`src/hw/gate_pkg.sv`:
```
// Shared constants, register map and carrier types of the port gate
package gate_pkg;

    // ----------------------------------------------------------------
    // Register map
    // ----------------------------------------------------------------
    localparam int          AW              = 8;
    localparam int          DW              = 8;
    localparam logic [7:0]  REG_FLUSH       = 8'h02;
    localparam logic [7:0]  REG_TAG_CTRL    = 8'h0C;
    localparam logic [7:0]  REG_P1_CTRL     = 8'h12;
    localparam logic [7:0]  REG_P2_CTRL     = 8'h22;
    localparam logic [7:0]  REG_P3_CTRL     = 8'h32;
    localparam logic [7:0]  REG_STATUS      = 8'hF0;
    localparam int          FLUSH_DYN_BIT   = 5;
    localparam int          FLUSH_STA_BIT   = 4;
    localparam int          TAG_EN_BIT      = 1;
    localparam int          TX_EN_BIT       = 2;
    localparam int          RX_EN_BIT       = 1;
    localparam int          LEARN_DIS_BIT   = 0;
    localparam logic        TX_EN_RST       = 1'b0;
    localparam logic        RX_EN_RST       = 1'b0;
    localparam logic        LEARN_DIS_RST   = 1'b1;
    localparam logic        TAG_EN_RST      = 1'b0;

    // ----------------------------------------------------------------
    // Port and tag codes
    // ----------------------------------------------------------------
    localparam int          NPORT           = 3;
    localparam logic [1:0]  HOST_SRC        = 2'h3;
    localparam logic [3:0]  TAG_DST_P1      = 4'h1;
    localparam logic [3:0]  TAG_DST_P2      = 4'h2;
    localparam logic [3:0]  TAG_DST_P3      = 4'h4;
    localparam logic [2:0]  TAG_DST_ALL     = 3'h7;
    localparam logic [1:0]  TAG_Q_SEL       = 2'h0;
    localparam logic [1:0]  TAG_FORCE       = 2'h1;
    localparam logic [5:0]  TAG_SRC_PAD     = 6'h00;
    localparam logic [2:0]  FCS_DEPTH       = 3'h4;
    localparam logic [2:0]  TAG_FCS_DEPTH   = 3'h5;
    localparam logic [31:0] CRC_INIT        = 32'hFFFFFFFF;
    localparam logic [31:0] CRC_POLY        = 32'hEDB88320;

    // ----------------------------------------------------------------
    // Carriers
    // ----------------------------------------------------------------
    typedef struct packed {
        logic [7:0] data;
        logic       last;
    } beat_t;

    typedef struct packed {
        logic       valid;
        logic [1:0] src;
        logic [3:0] dst;
        logic       override;
    } fwd_req_t;

    typedef struct packed {
        logic       valid;
        logic [3:0] dst;
        logic       learn;
    } fwd_ans_t;

    typedef struct packed {
        logic [2:0] dst;
        logic [1:0] queue;
        logic       queue_vld;
        logic       force_out;
        logic       lookup;
    } host_cmd_t;

endpackage

```
`src/hw/port_state_gate.sv`:
```
// Spanning tree port gate with host port trailer tag insert and strip
//
// Function
// - Discarding port: no user forwarding, no user receive, no learning.
// - Learning port: learns addresses, passes only processor traffic.
// - Forwarding port: forwards, receives and learns normally.
// - Discarding port may still deliver override-hit frames to the processor.
// - Flush bits remove entries of ports with learning disabled.
// - Trailer tag exists only on the host port.
// - One tag byte per frame: source outbound, destination inbound.
// - Destination comes only from tag bits three to zero.
// - Tag insert and strip only while tag enable is set.
// - Destination codes: one, two, four, x111 all; zero and eight reserved.
// - Upper nibble 00nn picks queue nn; 01xx forces sending.
// - Tag bit seven set: ignore rest, use normal lookup.
// - Source codes toward host: 00, 01, 10 for ports one to three.
//
// The placing of the registers and the strobed register port are this design's own decisions.
module port_state_gate
    import gate_pkg::*;
(
    input  wire logic          clk,
    input  wire logic          rst,
    input  wire logic [AW-1:0] reg_addr,
    input  wire logic [DW-1:0] reg_wdata,
    input  wire logic          reg_wr,
    input  wire logic          reg_rd,
    output logic      [DW-1:0] reg_rdata,
    input  wire fwd_req_t      req,
    output fwd_ans_t           ans,
    output logic      [2:0]    learn_en,
    output logic      [2:0]    flush_dyn,
    output logic      [2:0]    flush_sta,
    input  wire logic          up_valid,
    input  wire beat_t         up_beat,
    input  wire logic [1:0]    up_src,
    output logic               up_ready,
    output logic               dn_valid,
    output beat_t              dn_beat,
    output logic      [31:0]   dn_fcs,
    input  wire logic          dn_ready,
    input  wire logic          hin_valid,
    input  wire beat_t         hin_beat,
    output logic               hin_ready,
    output logic               hout_valid,
    output beat_t              hout_beat,
    output host_cmd_t          hout_cmd,
    output logic      [31:0]   hout_fcs,
    input  wire logic          hout_ready
);

    // ----------------------------------------------------------------
    // State
    // ----------------------------------------------------------------
    typedef struct packed {
        logic [2:0]      tx_en;
        logic [2:0]      rx_en;
        logic [2:0]      learn_dis;
        logic            tag_en;
        logic [DW-1:0]   rdata;
        logic [2:0]      flush_dyn;
        logic [2:0]      flush_sta;
        fwd_ans_t        ans;
        logic            dn_vld;
        beat_t           dn_beat;
        logic            pend_tag;
        logic [1:0]      tag_src;
        logic            dn_first;
        logic [4:0][7:0] pipe;
        logic [2:0]      cnt;
        logic [2:0]      depth;
        logic            hout_vld;
        beat_t           hout_beat;
        host_cmd_t       hout_cmd;
        logic            hout_first;
    } state_t;

    state_t     st_ff;
    state_t     nxt_st;
    logic       dn_load;
    logic [7:0] dn_byte;
    logic       ho_load;
    logic [7:0] ho_byte;
    logic       up_take;
    logic       hin_take;
    logic [3:0] ld_x;
    logic [3:0] rx_x;
    logic [7:0] tag;
    logic [2:0] dmask;

    assign up_ready  = (!st_ff.dn_vld || dn_ready) && !st_ff.pend_tag;
    assign hin_ready = !st_ff.hout_vld || hout_ready;
    assign up_take   = up_valid && up_ready;
    assign hin_take  = hin_valid && hin_ready;
    assign ld_x      = {1'b0, st_ff.learn_dis};
    assign rx_x      = {1'b1, st_ff.rx_en};

    always_comb
    begin
        nxt_st    = st_ff;
        dn_load   = 1'b0;
        dn_byte   = 8'h00;
        ho_load   = 1'b0;
        ho_byte   = 8'h00;
        tag       = 8'h00;
        dmask     = 3'h0;

        // ------------------------------------------------------------
        // Register port
        // ------------------------------------------------------------
        nxt_st.flush_dyn = 3'h0;
        nxt_st.flush_sta = 3'h0;
        if (reg_wr)
        begin
            unique case (reg_addr)
                REG_FLUSH:
                begin
                    nxt_st.flush_dyn = reg_wdata[FLUSH_DYN_BIT] ? st_ff.learn_dis : 3'h0;
                    nxt_st.flush_sta = reg_wdata[FLUSH_STA_BIT] ? st_ff.learn_dis : 3'h0;
                end
                REG_TAG_CTRL: nxt_st.tag_en = reg_wdata[TAG_EN_BIT];
                REG_P1_CTRL, REG_P2_CTRL, REG_P3_CTRL:
                begin
                    for (int i = 0; i < NPORT; i++)
                    begin
                        if (reg_addr[5:4] == 2'(i + 1))
                        begin
                            nxt_st.tx_en[i]     = reg_wdata[TX_EN_BIT];
                            nxt_st.rx_en[i]     = reg_wdata[RX_EN_BIT];
                            nxt_st.learn_dis[i] = reg_wdata[LEARN_DIS_BIT];
                        end
                    end
                end
                default: ;
            endcase
        end
        nxt_st.rdata = 8'h00;
        if (reg_rd)
        begin
            unique case (reg_addr)
                REG_TAG_CTRL: nxt_st.rdata[TAG_EN_BIT] = st_ff.tag_en;
                REG_P1_CTRL, REG_P2_CTRL, REG_P3_CTRL:
                begin
                    for (int i = 0; i < NPORT; i++)
                    begin
                        if (reg_addr[5:4] == 2'(i + 1))
                        begin
                            nxt_st.rdata[TX_EN_BIT]     = st_ff.tx_en[i];
                            nxt_st.rdata[RX_EN_BIT]     = st_ff.rx_en[i];
                            nxt_st.rdata[LEARN_DIS_BIT] = st_ff.learn_dis[i];
                        end
                    end
                end
                REG_STATUS: nxt_st.rdata = {st_ff.hout_vld, st_ff.dn_vld, ~st_ff.learn_dis,
                                            st_ff.tx_en & st_ff.rx_en};
                default: ;
            endcase
        end

        // ------------------------------------------------------------
        // Forwarding gate
        // ------------------------------------------------------------
        nxt_st.ans.valid = req.valid;
        // user traffic needs receive and transmit enable
        nxt_st.ans.dst[2:0] = req.dst[2:0] & st_ff.tx_en & {3{rx_x[req.src]}};
        // learning ports still reach the processor
        // override hits pass even when discarding
        nxt_st.ans.dst[3] = req.dst[3] && (!ld_x[req.src] || req.override);
        nxt_st.ans.learn = req.valid && !ld_x[req.src] && (req.src != HOST_SRC);

        // ------------------------------------------------------------
        // Toward host: append source tag
        // ------------------------------------------------------------
        if (dn_ready)
        begin
            nxt_st.dn_vld = 1'b0;
        end
        if (st_ff.pend_tag && (!st_ff.dn_vld || dn_ready))
        begin
            // source code in bits one to zero
            dn_load              = 1'b1;
            dn_byte              = {TAG_SRC_PAD, st_ff.tag_src};
            nxt_st.dn_vld        = 1'b1;
            nxt_st.dn_beat       = '{data: dn_byte, last: 1'b1};
            nxt_st.pend_tag      = 1'b0;
            nxt_st.dn_first      = 1'b1;
        end
        else if (up_take)
        begin
            dn_load              = 1'b1;
            dn_byte              = up_beat.data;
            nxt_st.dn_vld        = 1'b1;
            nxt_st.tag_src       = up_src;
            nxt_st.pend_tag      = up_beat.last && st_ff.tag_en;
            nxt_st.dn_beat       = '{data: dn_byte, last: up_beat.last && !st_ff.tag_en};
            nxt_st.dn_first      = up_beat.last && !st_ff.tag_en;
        end
        if (dn_load && st_ff.dn_first)
        begin
            nxt_st.dn_first = nxt_st.dn_beat.last;
        end

        // ------------------------------------------------------------
        // From host: strip tag and checksum
        // ------------------------------------------------------------
        if (hout_ready)
        begin
            nxt_st.hout_vld = 1'b0;
        end
        if (hin_take)
        begin
            if (st_ff.cnt == 3'h0)
            begin
                // strip depth fixed at frame start
                nxt_st.depth = st_ff.tag_en ? TAG_FCS_DEPTH : FCS_DEPTH;
            end
            nxt_st.pipe = {st_ff.pipe[3:0], hin_beat.data};
            if (st_ff.cnt == nxt_st.depth)
            begin
                ho_load              = 1'b1;
                ho_byte              = st_ff.pipe[nxt_st.depth - 3'h1];
                nxt_st.hout_vld      = 1'b1;
                nxt_st.hout_beat     = '{data: ho_byte, last: hin_beat.last};
            end
            else
            begin
                nxt_st.cnt = st_ff.cnt + 3'h1;
            end
            if (hin_beat.last)
            begin
                // Runts shorter than the trailer are dropped here
                nxt_st.cnt = 3'h0;
                tag        = st_ff.pipe[3];
                nxt_st.hout_cmd = '{dst: 3'h0, queue: 2'h0, queue_vld: 1'b0,
                                    force_out: 1'b0, lookup: 1'b1};
                unique case (tag[3:0])
                    TAG_DST_P1: dmask = 3'h1;
                    TAG_DST_P2: dmask = 3'h2;
                    TAG_DST_P3: dmask = 3'h4;
                    default:    dmask = (tag[2:0] == TAG_DST_ALL) ? 3'h7 : 3'h0;
                endcase
                // discarding ports never receive host frames
                dmask = dmask & ~st_ff.learn_dis;
                if (st_ff.depth == TAG_FCS_DEPTH && !tag[7] && dmask != 3'h0)
                begin
                    nxt_st.hout_cmd.dst       = dmask;
                    nxt_st.hout_cmd.lookup    = 1'b0;
                    nxt_st.hout_cmd.queue_vld = tag[7:6] == TAG_Q_SEL;
                    nxt_st.hout_cmd.queue     = tag[5:4];
                    nxt_st.hout_cmd.force_out = tag[7:6] == TAG_FORCE;
                end
            end
        end
        if (ho_load)
        begin
            nxt_st.hout_first = hin_beat.last;
        end
    end

    always_ff @(posedge clk)
    begin
        if (rst)
        begin
            st_ff            <= '0;
            st_ff.tx_en      <= {NPORT{TX_EN_RST}};
            st_ff.rx_en      <= {NPORT{RX_EN_RST}};
            st_ff.learn_dis  <= {NPORT{LEARN_DIS_RST}};
            st_ff.tag_en     <= TAG_EN_RST;
            st_ff.dn_first   <= 1'b1;
            st_ff.hout_first <= 1'b1;
            st_ff.depth      <= FCS_DEPTH;
        end
        else
        begin
            st_ff <= nxt_st;
        end
    end

    // ----------------------------------------------------------------
    // Checksum regeneration
    // ----------------------------------------------------------------
    // fresh checksum on both paths
    fcs_crc u_fcs_dn (
        .clk   (clk),
        .rst   (rst),
        .start (st_ff.dn_first),
        .en    (dn_load),
        .data  (dn_byte),
        .fcs   (dn_fcs)
    );

    fcs_crc u_fcs_ho (
        .clk   (clk),
        .rst   (rst),
        .start (st_ff.hout_first),
        .en    (ho_load),
        .data  (ho_byte),
        .fcs   (hout_fcs)
    );

    assign reg_rdata  = st_ff.rdata;
    assign ans        = st_ff.ans;
    assign learn_en   = ~st_ff.learn_dis;
    assign flush_dyn  = st_ff.flush_dyn;
    assign flush_sta  = st_ff.flush_sta;
    assign dn_valid   = st_ff.dn_vld;
    assign dn_beat    = st_ff.dn_beat;
    assign hout_valid = st_ff.hout_vld;
    assign hout_beat  = st_ff.hout_beat;
    assign hout_cmd   = st_ff.hout_cmd;
endmodule

```
`src/hw/fcs_crc.sv`:
```
// Byte-serial frame check sequence generator
module fcs_crc
    import gate_pkg::*;
(
    input  wire logic        clk,
    input  wire logic        rst,
    input  wire logic        start,
    input  wire logic        en,
    input  wire logic [7:0]  data,
    output logic      [31:0] fcs
);

    logic [31:0] crc_ff;
    logic [31:0] nxt_crc;

    // Start folds the seed in, so back-to-back frames need no idle cycle
    always_comb
    begin
        nxt_crc = start ? CRC_INIT : crc_ff;
        for (int i = 0; i < 8; i++)
        begin
            nxt_crc = (nxt_crc[0] ^ data[i]) ? ((nxt_crc >> 1) ^ CRC_POLY) : (nxt_crc >> 1);
        end
    end

    always_ff @(posedge clk)
    begin
        if (rst)
        begin
            crc_ff <= CRC_INIT;
        end
        else if (en)
        begin
            crc_ff <= nxt_crc;
        end
    end

    assign fcs = ~crc_ff;

endmodule

```
`config.mk`:
```
export PLATFORM = sky130hd
export DESIGN_NAME = port_state_gate
export DESIGN_NICKNAME = d
export VERILOG_FILES = /design/src/hw/gate_pkg.sv /design/src/hw/port_state_gate.sv /design/src/hw/fcs_crc.sv
export SDC_FILE = /design/constraint.sdc
export NUM_CORES = 1
export LEC_CHECK = 0
export ABC_AREA = 0
export BUFFER_PORTS_ARGS = -buffer_cell sky130_fd_sc_hd__buf_2
export CORE_ASPECT_RATIO = 1.1
export CORE_MARGIN = 4
export CORE_UTILIZATION = 43
export CTS_BUF_LIST = sky130_fd_sc_hd__clkbuf_16
export CTS_CLUSTER_DIAMETER = 50
export DETAILED_ROUTE_END_ITERATION = 12
export SLEW_MARGIN = 10
export SYNTH_ARGS = -nofsm -noshare
export SYNTH_HDL_FRONTEND = slang
export SYNTH_SLANG_ARGS = --single-unit
export TNS_END_PERCENT = 30
```
`constraint.sdc`:
```
create_clock -name clk -period 4.1 [get_ports clk]
set_input_delay 1.23 -clock clk [delete_from_list [all_inputs] [get_ports clk]]
set_output_delay 1.23 -clock clk [all_outputs]
set_load 0.02 [all_outputs]
```
Word level (Yosys, flattened, before mapping)
Cells that the tools add are included.
{ "word_totals": {"ram_bits": 0, "register_bits": 173, "latchBits": 0, "mem_bits_ro": 0, "input_bits": 52, "mem_count": 0, "output_inout_bits": 117, "elab_cells": 208} }
{ "classes": {"n_eq_ne": 18, "order_cmp": 2, "add_sub_neg": 2, "multipliers": 0, "n_div": 0, "n_shift": 0, "bitwise_logic": 46, "n_mux": 57, "n_reduce_logical": 41} }
{ "op_table": {"columns": ["operator", "n"], "rows": [
  ["$mux 32", 18],
  ["$not 13->14", 16],
  ["$not 32->32", 2],
  ["$mux 8", 7],
  ["$mux 3", 10],
  ["$bmux 8 s3", 1],
  ["$mux 18", 1],
  ["$eq 8x6->1 const B", 2],
  ["$xor 1x1->1", 16],
  ["$mux 14", 1],
  ["$and 3x3->3", 4],
  ["$logic_and 1x1->1", 12],
  ["$mux 1", 11],
  ["$mux 11", 1],
  ["$mux 10", 1],
  ["$reduce_and 2->1", 5],
  ["$pmux 3 s3", 1],
  ["$reduce_and 3->1", 3],
  ["$reduce_bool 3->1", 3],
  ["$eq 8x2->1 const B", 1],
  ["$eq 8x4->1 const B", 1],
  ["$eq 8x5->1 const B", 1],
  ["$eq 8x8->1 const B", 1],
  ["$reduce_or 4->1", 2],
  ["other kinds (24)", 45]
]} }

Depth between registers and ports, before layout
Gate-level depths: netlist of the first run.
{ "logic_depth": {"depth_word": 25, "ltp_mapped": 13} }

Modules after synthesis
A second synthesis of the first run with hierarchy kept.
{ "unflattened": {"cells_unflattened": 1187, "area_unflattened_um2": 9853.2} }
{ "by_module_without_submodules": {"columns": ["module", "seq_area_each_um2", "cells_per_inst", "area_each_um2", "instances"], "rows": [
  ["port_state_gate", 2182.1, 633, 5123.7, 1],
  ["fcs_crc", 640.6, 277, 2364.8, 2]
]} }

Worst setup path before layout of the first run
Ideal clock, no wire load.
{ "synth_path": {"kind": "input -> register", "start": "input hout_ready", "end": "register u_fcs_ho.crc_ff[19]", "n_path_buf": 0, "path_slack_ns": 0.220, "stages": 9, "arrival_time_ns": 3.791, "required_time_ns": 4.012, "cell_sequence": "nand2b_1 o311ai_0 nor4_4 nand3_4 xnor2_4 xnor3_2 xnor3_1 and3_1 a311oi_2"} }
{ "synth_via": {"elab_chain_cells": 17, "word_cells_on_any_way": 24, "cone_classes": "mux: 10; bitwise: 12; reduce/logical: 2"} }
{ "synth_lines": {"columns": ["item", "line_no", "text"], "rows": [
  ["from (decl)", "port_state_gate.sv:49", "input wire logic hout_ready"],
  ["$logic_or 1x1->1 (*)", "port_state_gate.sv:92", "assign hin_ready = !st_ff.hout_vld || hout_ready;"],
  ["$logic_and 1x1->1 (*)", "port_state_gate.sv:94", "assign hin_take = hin_valid && hin_ready;"],
  ["$mux 8", "port_state_gate.sv:210", "if (hin_take)"],
  ["$xor 1x1->1", "fcs_crc.sv:22", "nxt_crc = (nxt_crc[0] ^ data[i]) ? ((nxt_crc >> 1) ^ CRC_POLY) : (nxt_crc >> 1);"],
  ["$mux 32 (2 in series)", "fcs_crc.sv:22", null],
  ["$not 13->14 (no line)", null, null],
  ["$mux 32", "fcs_crc.sv:22", null],
  ["$not 13->14 (no line)", null, null],
  ["$mux 32 (2 in series)", "fcs_crc.sv:22", null],
  ["$not 13->14 (no line)", null, null],
  ["$mux 32", "fcs_crc.sv:22", null],
  ["$not 13->14 (no line)", null, null],
  ["$mux 32", "fcs_crc.sv:22", null],
  ["$not 13->14 (no line)", null, null],
  ["$mux 32", "fcs_crc.sv:22", null],
  ["to (signal assigned)", "fcs_crc.sv:34", "crc_ff <= nxt_crc;"],
  ["to (decl)", "fcs_crc.sv:13", "logic [31:0] crc_ff;"]
]} }
Every way passes the cells marked *; elsewhere a longest branch is shown, timed or not.
A chain may end at the register's enable or synchronous reset.

Worst setup path in the final report of the first run
{ "layout_path": {"start": "register st_ff[22] in the netlist's numbering", "end": "register u_fcs_ho.crc_ff[18]"} }
{ "layout_via": {"elab_chain_cells": 20, "word_cells_on_any_way": 29, "cone_classes": "add/sub: 1; eq/ne: 1; mux: 16; bitwise: 10; reduce/logical: 1"} }
{ "layout_lines": {"columns": ["item", "line_no", "text"], "rows": [
  ["from (decl)", "port_state_gate.sv:78", "state_t st_ff;"],
  ["from (signal assigned)", "port_state_gate.sv:275", "st_ff <= nxt_st;"],
  ["branches (longest 20 deep; another with $sub 3x1->3)", null, null]
]} }
Several ways; the timed one is not identified. The select of a mux whose other input is x is not followed.

==> flow_summary.json, run 1 <==
{
  "status": "complete, no violations",
  "peakVddDrop_v": 0.000277,
  "wl_per_cell_um": 15.5,
  "ctsHoldBuffers": 0,
  "cts-root-buf": "clkbuf_16",
  "postRouteAntennaNets": 0,
  "clock_sinks": 173,
  "synthAdderAreaFrac_pct": 0.273,
  "async_flop_share_pct": 0,
  "gp_congestion": 0.863,
  "clk-insertion-delay-late_ns": 0.43,
  "clock_skew_ns": 0.00840,
  "grt_pass1_vias": 7579,
  "initial_core_util_pct": 44.1,
  "grt_pass1_wl_mm": 39.3,
  "leakagePower_nw": 4.95,
  "reg2reg_to": "u_fcs_ho.crc_ff[18]",
  "cp-endpoint": "u_fcs_ho.crc_ff[18]",
  "power_mw": 4.29,
  "cp_max_fo": 11,
  "overflow": 0,
  "synth.area.top_cells": "dfxtp_1, xnor2_1, nand2_1",
  "drtPass1Iterations": 4,
  "numPortBuffers": 165,
  "cts_resized": 0,
  "slew-limit-headroom_pct": 44.1,
  "crit_path_end_kind": "register",
  "antenna_cells": 0,
  "start_kind": "register",
  "muxShareOfSynthArea_pct": 1.57,
  "arrival_ns": 3.96,
  "design.core.area_sq_um": 20800,
  "reg2regPathDepth": 13,
  "dp_slack_ns": 0.255,
  "setup_tns_ns": 0,
  "ys_types": 73,
  "synth_top_family_by_area": "simple AND/OR/NAND/NOR gates",
  "r2r_start": "st_ff[22]",
  "multi_input_area_sq_um": 4790,
  "finalWorstSetupSlack_ns": 0.427,
  "power_density_nw_per_um2": 402,
  "clkTransAtPathRegs_ns": 0.07,
  "hold_slack_ns": 0.446,
  "fmax_mhz": 272,
  "ys_seq_elements": 173,
  "synth_area_leader_cell": "dfxtp_1",
  "ys_dominant_reg_cell": "dfxtp_1",
  "period_share_pct": 89.6,
  "drtIter0Drc": 377,
  "h-tree-depth": 4,
  "synth_xor_xnor_area_share_pct": 16.1,
  "cts_tree": "yes",
  "die_area_sq_um": 23700,
  "via_per_inst": 5.01,
  "startpoint": "st_ff[22]",
  "drive_gt1_share_pct": 21.5,
  "drv_cap": 0,
  "grtUsageTotal_pct": 20.2,
  "syn_nets": 1184,
  "finalHoldViolations": 0,
  "path_class": "reg -> reg",
  "worst_slew_pin_slew_ns": 0.830,
  "wl_mm": 23.9,
  "drc": 0,
  "synth_edf_count": 0,
  "synth_warnings": 0,
  "hold_path_class": "reg -> reg",
  "nets": 1297,
  "synth_compound_area_share_pct": 16.0,
  "boundaryPins": 169,
  "hpwl_mm": 17.4,
  "worstHoldPathCells": 2,
  "r2r_setup_slack_ns": 0.43,
  "post_cts_buffers": 0,
  "area_growth_pct": 16.6,
  "grt_max_degree": 73,
  "synth_cells": 1130,
  "timing.final.setup_violations": 0,
  "cp.required_ns": 4.39,
  "fp-row-count": 55,
  "place_area_sq_um": 10100,
  "cts_buffers": 17,
  "period_minus_slack_ns": 3.67,
  "fin_area_sq_um": 10700,
  "synth_top_area_share_pct": 37.8,
  "antenna_found_initial": 0,
  "cts.path.max_buffers": 2,
  "fp.dieH_um": 161,
  "seqCellArea_sq_um": 3460,
  "fill_cells": 2054,
  "routed-via-count": 7715,
  "netlist_area_sq_um": 9170,
  "yosysSeqAreaShare_pct": 37.8,
  "slew_violations": 0,
  "avgSynthCellArea_sq_um": 8.12,
  "synth-simple-area-share_pct": 18.3,
  "dieWidth_um": 147,
  "rsz0062_at_grt": "no"
}
[synthesized netlist by cell type, types with 4 or more instances]
master	instances
xnor2_1	85
o21ai_1	4
o211ai_1	44
buf_4	46
nand2b_1	6
a21oi_1	85
buf_1	4
o31a_1	4
nand3_1	5
nor2_1	135
nand2_1	175
nor4_1	5
nor3b_1	8
nor2b_1	5
a22oi_1	5
xor2_1	36
a22o_1	8
mux2i_1	11
and3_1	9
a31oi_1	4
clkbuf_1	52
xnor2_2	6
a211oi_1	7
buf_2	8
inv_1	81
dfxtp_1	173
nor3_1	17
xnor3_1	4
o21ai_0	22
nand4_1	5
[critical path, cell delays in order (launching register included)]
cell	delay, ns
dfxtp_1	0.34
inv_1	0.20
ha_1	0.28
nor2b_1	0.29
buf_4	0.24
o311ai_0	0.19
nor4_4	0.34
buf_4	0.21
nand3_2	0.15
xnor2_4	0.24
xnor3_1	0.54
xnor2_1	0.24
xnor2_1	0.17
a22oi_1	0.11
[metal layers]
layer | global-route usage (%) | vias up | part of all wire (%)
li1 | - | 3923 | -
met4 | 6.27 | 0 | 1.7
met1 | 27.6 | 3562 | 47
met5 | 0 | - | 0
met2 | 32.5 | 199 | 46
met3 | 3.93 | 31 | 5.0
[report_power, final]
group / switching, mW / internal (mW) / total [mW]
Sequential: 0.0628 / 1.75 / 1.81
Combinational: 0.410 / 0.291 / 0.701
Clock: 0.700 / 1.08 / 1.78
[cell type report]
class	count	share of cell area, %
multi-input cells	763	44.8
clock buffers	17	3.98
well taps	285	3.33
clock inverters	15	2.05
flip-flops and latches	173	32.4
repair buffers	206	10.6
inverters	82	2.88
[registers in the layout, summed over array words and instances, names as in the netlist]
register and count:
ans 6, u_fcs_ho.crc_ff 32, ld_x 3, u_fcs_dn.crc_ff 32, rx_x 3, reg_rdata 8, dn_valid 1, hout_cmd 8
dn_beat 9, flush_dyn 3, st_ff 55, hout_beat 9, flush_sta 3, hout_valid 1
[placed cells by master (no fill, tap or decap), types with 6 or more instances in the layout]
| cell type | instances |
|---|---|
| nor3_1 | 17 |
| a21oi_1 | 85 |
| o211ai_1 | 44 |
| inv_1 | 81 |
| nor3b_1 | 8 |
| xor2_1 | 36 |
| and3_1 | 9 |
| xnor2_1 | 85 |
| clkbuf_16 | 17 |
| a22o_1 | 8 |
| mux2i_1 | 11 |
| nand2b_1 | 6 |
| xnor2_2 | 6 |
| buf_4 | 41 |
| buf_2 | 165 |
| dfxtp_1 | 173 |
| nor2_1 | 135 |
| a211oi_1 | 7 |
| o21ai_0 | 22 |
| nand2_1 | 174 |
[how the worst min path moves through the flow]
stage	start	to	slack (ns)
3_5_place_dp	dn_valid	reg_rdata[6]	0.44
4_1_cts	dn_valid	reg_rdata[6]	0.45
6_report	dn_valid	reg_rdata[6]	0.45
3_3_place_gp	st_ff[64]	st_ff[64]	0.44
2_1_floorplan	ld_x[1]	reg_rdata[4]	0.43
5_1_grt	dn_beat[6]	dn_beat[6]	0.47
[kinds of logic after synthesis]
group	after synthesis
AOI/OAI and AO/OA	219
xor gates and xnor gates	141
adders and majority gates	2
buffers and inverters	194
DFF	173
muxes	14
and+or+nand+nor	387
[stage by stage]
step / std cells / utilization, %
after floorplan: 1130 / -
after global placement: 1509 / 48.4
after detailed placement: 1509 / 48.4
after CTS: 1541 / 51.5
after global routing: 1541 / 51.5
final: 1541 / 51.5
Note: power is estimated with default switching activity, not from simulation.
==> run 2: changes to the inputs <==
==> constraint.sdc (replaced) <==
create_clock -name clk -period 4.1 [get_ports clk]
set_input_delay 0.82 -clock clk [delete_from_list [all_inputs] [get_ports clk]]
set_output_delay 0.82 -clock clk [all_outputs]
set_load 0.02 [all_outputs]
==> run 2 against run 1 <==
Effect of this change:
- first-iteration DRC count up 34%
- count of clock-buffer cells in the layout did not move
- fmax shrank 2.3%
- sequential power about the same
- via count decreased by 1.1%
- non-clock buffer count fell by 12
- worst hold slack improved by 0.00064 ns
- worst setup slack lost 0.085 ns
- power is 2.8% lower
- sequential share of layout area grew 0.38 points
- largest power group unchanged
- critical path type unchanged
- critical path depth shrank 2
==> flow_summary.json, run 2 (synthesis gave the netlist of run 1 again) <==
{
  "power_mw": 4.17,
  "r2r_start": "st_ff[22]",
  "clkTransAtPathRegs_ns": 0.07,
  "reg2reg_to": "u_fcs_ho.crc_ff[19]",
  "startpoint": "st_ff[22]",
  "slew_violations": 0,
  "drtIter0Drc": 504,
  "grt_max_degree": 73,
  "timing.final.setup_violations": 0,
  "reg_top3": "st_ff: 55 flops, u_fcs_dn.crc_ff: 32 flops, u_fcs_ho.crc_ff: 32 flops",
  "clock_sinks": 173,
  "peakVddDrop_v": 0.000292,
  "overflow": 0,
  "cts_resized": 0,
  "grtUsageTotal_pct": 19.9,
  "initial_core_util_pct": 44.1,
  "path_class": "reg -> reg",
  "slew-limit-headroom_pct": 39.1,
  "grt_pass1_vias": 7414,
  "status": "complete, no violations",
  "area_growth_pct": 15.3,
  "layout_common_cells": "nand2_1, dfxtp_1, buf_2, nor2_1",
  "h-tree-depth": 4,
  "clk-insertion-delay-late_ns": 0.43,
  "numPortBuffers": 165,
  "drc": 0,
  "boundaryPins": 169,
  "fp.dieH_um": 161,
  "hpwl_mm": 17.2,
  "cts_buffers": 17,
  "rsz0062_at_grt": "no",
  "final_common_cell": "nand2_1",
  "fmax_mhz": 266,
  "dieWidth_um": 147,
  "drv_cap": 0,
  "drive_gt1_share_pct": 20.8,
  "design.core.area_sq_um": 20800,
  "arrival_ns": 4.02,
  "top_register": "st_ff",
  "cp_max_fo": 7,
  "leakagePower_nw": 4.89,
  "cts_tree": "yes",
  "largest_reg_flops": 55,
  "period_share_pct": 91.7,
  "wl_mm": 23.7,
  "cts.path.max_buffers": 2,
  "fp-row-count": 55,
  "cp.required_ns": 4.36,
  "start_kind": "register",
  "via_per_inst": 4.99,
  "gp_congestion": 0.832,
  "wl_per_cell_um": 15.5,
  "worst_slew_pin_slew_ns": 0.913,
  "ctsHoldBuffers": 0,
  "post_cts_buffers": 0,
  "hold_path_class": "reg -> reg",
  "routed-via-count": 7629,
  "finalHoldViolations": 0,
  "crit_path_end_kind": "register",
  "nets": 1285,
  "drtPass1Iterations": 5,
  "r2r_setup_slack_ns": 0.34,
  "cp-endpoint": "u_fcs_ho.crc_ff[19]",
  "clock_skew_ns": 0.0124,
  "period_minus_slack_ns": 3.76,
  "power_density_nw_per_um2": 395,
  "setup_tns_ns": 0,
  "die_area_sq_um": 23700,
  "cts-root-buf": "clkbuf_16",
  "antenna_found_initial": 0,
  "antenna_cells": 0,
  "postRouteAntennaNets": 0,
  "grt_pass1_wl_mm": 38.8,
  "reg2regPathDepth": 11
}
[run 2: changes by cell type in the layout (fill, tap and decap cells not counted), sizes merged]
cell / change
buf: -12
bufinv: -2
clkinvlp: -1
inv: +3
[run 2: worst min-delay path by stage]
stage	startpoint	to	slack (ns)	depth (start not counted)
final	dn_valid	reg_rdata[6]	0.45	2
after CTS	dn_valid	reg_rdata[6]	0.44	2
after detailed placement	dn_valid	reg_rdata[6]	0.44	2
after global placement	hout_cmd[2]	hout_cmd[2]	0.44	2
after floorplan	ld_x[1]	reg_rdata[4]	0.43	1
after global routing	dn_valid	reg_rdata[6]	0.47	2
[run 2: routing by layer]
layer	GRT usage [%]	vias up	share of wire, %	routed length [um]
li1	-	3898	-	-
met5	0	-	0	0
met2	33.1	172	47	11300
met4	4.62	0	1.3	308
met1	27.4	3535	47	11200
met3	2.95	24	4.2	995
[run 2: cell type report]
type / instances / area (sq um)
fill: 2082 / 10200
multi-input combinational: 763 / 4790
sequential: 173 / 3460
timing repair buffer: 194 / 1060
clock buffer: 17 / 425
tap: 285 / 357
inverter: 82 / 308
clock inverter: 15 / 171
[run 2: critical path, stage by stage, from the launching register on]
cell and delay, ns:
dfxtp_1 0.34, inv_1 0.19, ha_1 0.29, and3b_1 0.38
a211oi_1 0.14, or4_1 0.53, a211oi_2 0.33, xnor2_2 0.27
xnor2_2 0.35, xnor3_1 0.42, nor4_1 0.27, a311oi_2 0.08
[run 2: through the flow]
step           hold slack [ns]  cell area, sq um  util [%]  instances  worst slack, ns
2_1_floorplan            0.426              9170         -       1130            0.619
3_5_place_dp             0.440              9970      48.0       1497            0.314
4_1_cts                  0.445             10600      50.9       1529            0.227
5_1_grt                  0.472             10600      50.9       1529            0.123
3_3_place_gp             0.440              9970      48.0       1497            0.323
6_report                 0.446             10600      50.9       1529            0.342
[run 2: power by group]
group          total [mW]  switching [mW]  internal, mW
Clock                1.67           0.708         0.960
Sequential           1.81          0.0586          1.75
Combinational       0.698           0.410         0.288
==> run 3: changes to the inputs <==
Settings changed: ABC_AREA 0 to 1.
==> run 3 against run 2 <==
Effect of this change:
- non-clock buffer count is 16 lower
- power decreased by 3.0%
- core utilization decreased by 1.5 points
- routed wire length up 10%
- register-to-register slack better by 0.40 ns
- synthesized area rose by 4.7%
- final cell count is 17% higher
- via count grew 15%
- worst setup slack improved by 0.40 ns
- sequential share of layout area fell by 0.93 points
- worst hold slack lost 0.031 ns
- global-route usage grew 1.3 points
==> flow_summary.json, run 3 <==
{
  "status": "complete, no violations",
  "worst_slew_pin_slew_ns": 0.849,
  "min_from": "ld_x[1]",
  "grt_max_degree": 64,
  "postRouteAntennaNets": 0,
  "numPortBuffers": 165,
  "p_clk_share_pct": 38.9,
  "p_comb_share_pct": 16.4,
  "swShare_pct": 31.2,
  "hpwl_mm": 19.1,
  "reg2reg_to": "u_fcs_ho.crc_ff[22]",
  "boundaryPins": 169,
  "hold_path_class": "reg -> reg",
  "cts_resized": 0,
  "synth_top_area_share_pct": 36.0,
  "period_share_pct": 82.0,
  "avgSynthCellArea_sq_um": 6.94,
  "clock_skew_ns": 0.0232,
  "initial_core_util_pct": 43.6,
  "leakagePower_nw": 5.47,
  "cp_top_family": "simple AND/OR/NAND/NOR gates",
  "power_mw": 4.05,
  "dieWidth_um": 151,
  "crit_chain": "inv_1 -> ha_1 -> nand2_4 -> nand2_4 -> nand2_2 -> nand2_2 -> nor2_4 -> nand3_4 -> inv_2 -> nand2_1 -> nand2_1 -> nand2_1 -> nand2_1 -> nand2_2 -> inv_2 -> nand2_2 -> nand2_2 -> nand3_1 -> nand3_1 -> nand2_1",
  "wl_mm": 26.2,
  "fmax_mhz": 298,
  "yosysMostFrequentCell": "nand2_1",
  "period_minus_slack_ns": 3.36,
  "r2r_setup_slack_ns": 0.74,
  "seqCellArea_sq_um": 3460,
  "cts_tree": "yes",
  "post_cts_buffers": 0,
  "grt_pass1_wl_mm": 42.3,
  "die_area_sq_um": 24800,
  "antenna_cells": 0,
  "cts-root-buf": "clkbuf_16",
  "largest_reg_flops": 55,
  "routed-via-count": 8808,
  "drtPass1Iterations": 5,
  "final_common_cell": "nand2_1",
  "netlist_area_sq_um": 9610,
  "cp.required_ns": 4.43,
  "gp_congestion": 0.834,
  "synth_cells": 1385,
  "area_growth_pct": 13.3,
  "cpPeakStageDelay_ns": 0.44,
  "synthTopCellsByCount": "nand2_1, dfxtp_1, inv_1, nor2_1, a21oi_1",
  "pwr-share-seq_pct": 44.7,
  "reg_top3": "st_ff: 55 flops, u_fcs_dn.crc_ff: 32 flops, u_fcs_ho.crc_ff: 32 flops",
  "rsz0062_at_grt": "no",
  "via_per_inst": 4.91,
  "path_class": "reg -> reg",
  "ys_dominant_reg_cell": "dfxtp_1",
  "grtUsageTotal_pct": 21.2,
  "finalHoldViolations": 0,
  "cp_max_fo": 28,
  "crit_path_end_kind": "register",
  "fp.dieH_um": 165,
  "drtIter0Drc": 506,
  "fp-row-count": 57,
  "drc": 0,
  "grt_pass1_vias": 8238,
  "timing.final.setup_violations": 0,
  "ctsHoldBuffers": 0,
  "cts_buffers": 17,
  "slew_violations": 0,
  "peakVddDrop_v": 0.000270,
  "start_kind": "register",
  "arrival_ns": 3.69,
  "synth.area.top_cells": "dfxtp_1, nand2_1, inv_1",
  "reg2regPathDepth": 20,
  "wl_per_cell_um": 14.6,
  "synth_edf_count": 0,
  "r2r_start": "st_ff[22]",
  "yosysSeqAreaShare_pct": 36.0,
  "async_flop_share_pct": 0,
  "drv_cap": 0,
  "antenna_found_initial": 0,
  "crit_slowest_cell": "inv_2",
  "h-tree-depth": 4,
  "clkTransAtPathRegs_ns": 0.08,
  "fill_cells": 2306,
  "slew-limit-headroom_pct": 43.3,
  "design.core.area_sq_um": 22000,
  "synth_area_leader_cell": "dfxtp_1",
  "ys_types": 43,
  "p_int_mw": 2.78,
  "cts.path.max_buffers": 2,
  "clk-insertion-delay-late_ns": 0.44,
  "clock_sinks": 173,
  "ys_seq_elements": 173,
  "layout_common_cells": "nand2_1, dfxtp_1, inv_1, buf_2, nor2_1",
  "synth_warnings": 0,
  "drive_gt1_share_pct": 18.8,
  "syn_nets": 1439,
  "multi_input_area_sq_um": 4920,
  "power_switching_mw": 1.26,
  "worstHoldPathCells": 1,
  "overflow": 0,
  "nets": 1539,
  "power_density_nw_per_um2": 372,
  "holdPathEnd": "reg_rdata[4]",
  "setup_tns_ns": 0,
  "path_buf_inv": 3,
  "top_register": "st_ff"
}
-- run 3: cell families after synthesis --
| family | count (synthesis) | synth area share [%] |
|---|---|---|
| XOR/XNOR | 84 | 8.59 |
| flip-flops | 173 | 36.0 |
| buffers and inverters | 272 | 12.8 |
| AND/OR/NAND/NOR | 581 | 26.7 |
| adder cells (fa/ha/maj) | 2 | 0.260 |
| AO/OA/AOI/OAI | 273 | 15.6 |
-- run 3: routing by layer --
layer / share of wire (%) / track usage [%] / vias up
li1: - / - / 4576
met1: 45 / 27.6 / 4032
met2: 49 / 36.6 / 172
met3: 3.8 / 2.77 / 28
met4: 1.8 / 6.57 / 0
met5: 0 / 0 / -
-- run 3: cell type report --
cell class	instances	share of cell area, %
clock buffer	17	3.91
clock inverter	15	1.18
inverter	175	6.04
multi-input combinational	940	45.2
sequential	173	31.8
tap	295	3.39
timing repair buffer	178	8.48
-- run 3: worst reg2reg max path, delay by kind of cell (launching register included) --
kind / cells / cell delay, ns
simple gates: 16 / 1.95
buf+inv: 3 / 0.61
flops: 1 / 0.38
fa+ha+maj: 1 / 0.30
-- run 3: power by group through the flow --
| stage | registers (mW) | logic [mW] | clock network [mW] |
|---|---|---|---|
| 2_1_floorplan | 1.83 | 0.492 | 0 |
| 3_3_place_gp | 1.84 | 0.661 | 0 |
| 3_5_place_dp | 1.84 | 0.668 | 0 |
| 4_1_cts | 1.81 | 0.672 | 1.61 |
| 5_1_grt | 1.82 | 0.747 | 1.66 |
| 6_report | 1.81 | 0.665 | 1.57 |
-- run 3: metrics by stage --
stage	cells	utilization [%]	hold slack, ns	setup slack, ns	cell area, sq um
detailed placement	1761	46.9	0.402	0.691	10300
floorplan	1385	-	0.393	1.38	9610
global placement	1761	46.9	0.399	0.725	10300
global route	1793	49.4	0.446	0.425	10900
finish	1793	49.4	0.415	0.739	10900
CTS	1793	49.4	0.419	0.732	10900
-- run 3: how the worst max path moves through the flow --
stage | start | to | slack (ns) | cells after the start
after floorplan | hout_ready | u_fcs_ho.crc_ff[29] | 1.38 | 16
final | st_ff[22] | u_fcs_ho.crc_ff[22] | 0.74 | 20
after detailed placement | hout_ready | u_fcs_ho.crc_ff[22] | 0.69 | 17
after CTS | st_ff[22] | u_fcs_ho.crc_ff[22] | 0.73 | 20
after global placement | hout_ready | u_fcs_ho.crc_ff[22] | 0.73 | 17
after global routing | st_ff[22] | u_fcs_ho.crc_ff[22] | 0.43 | 18
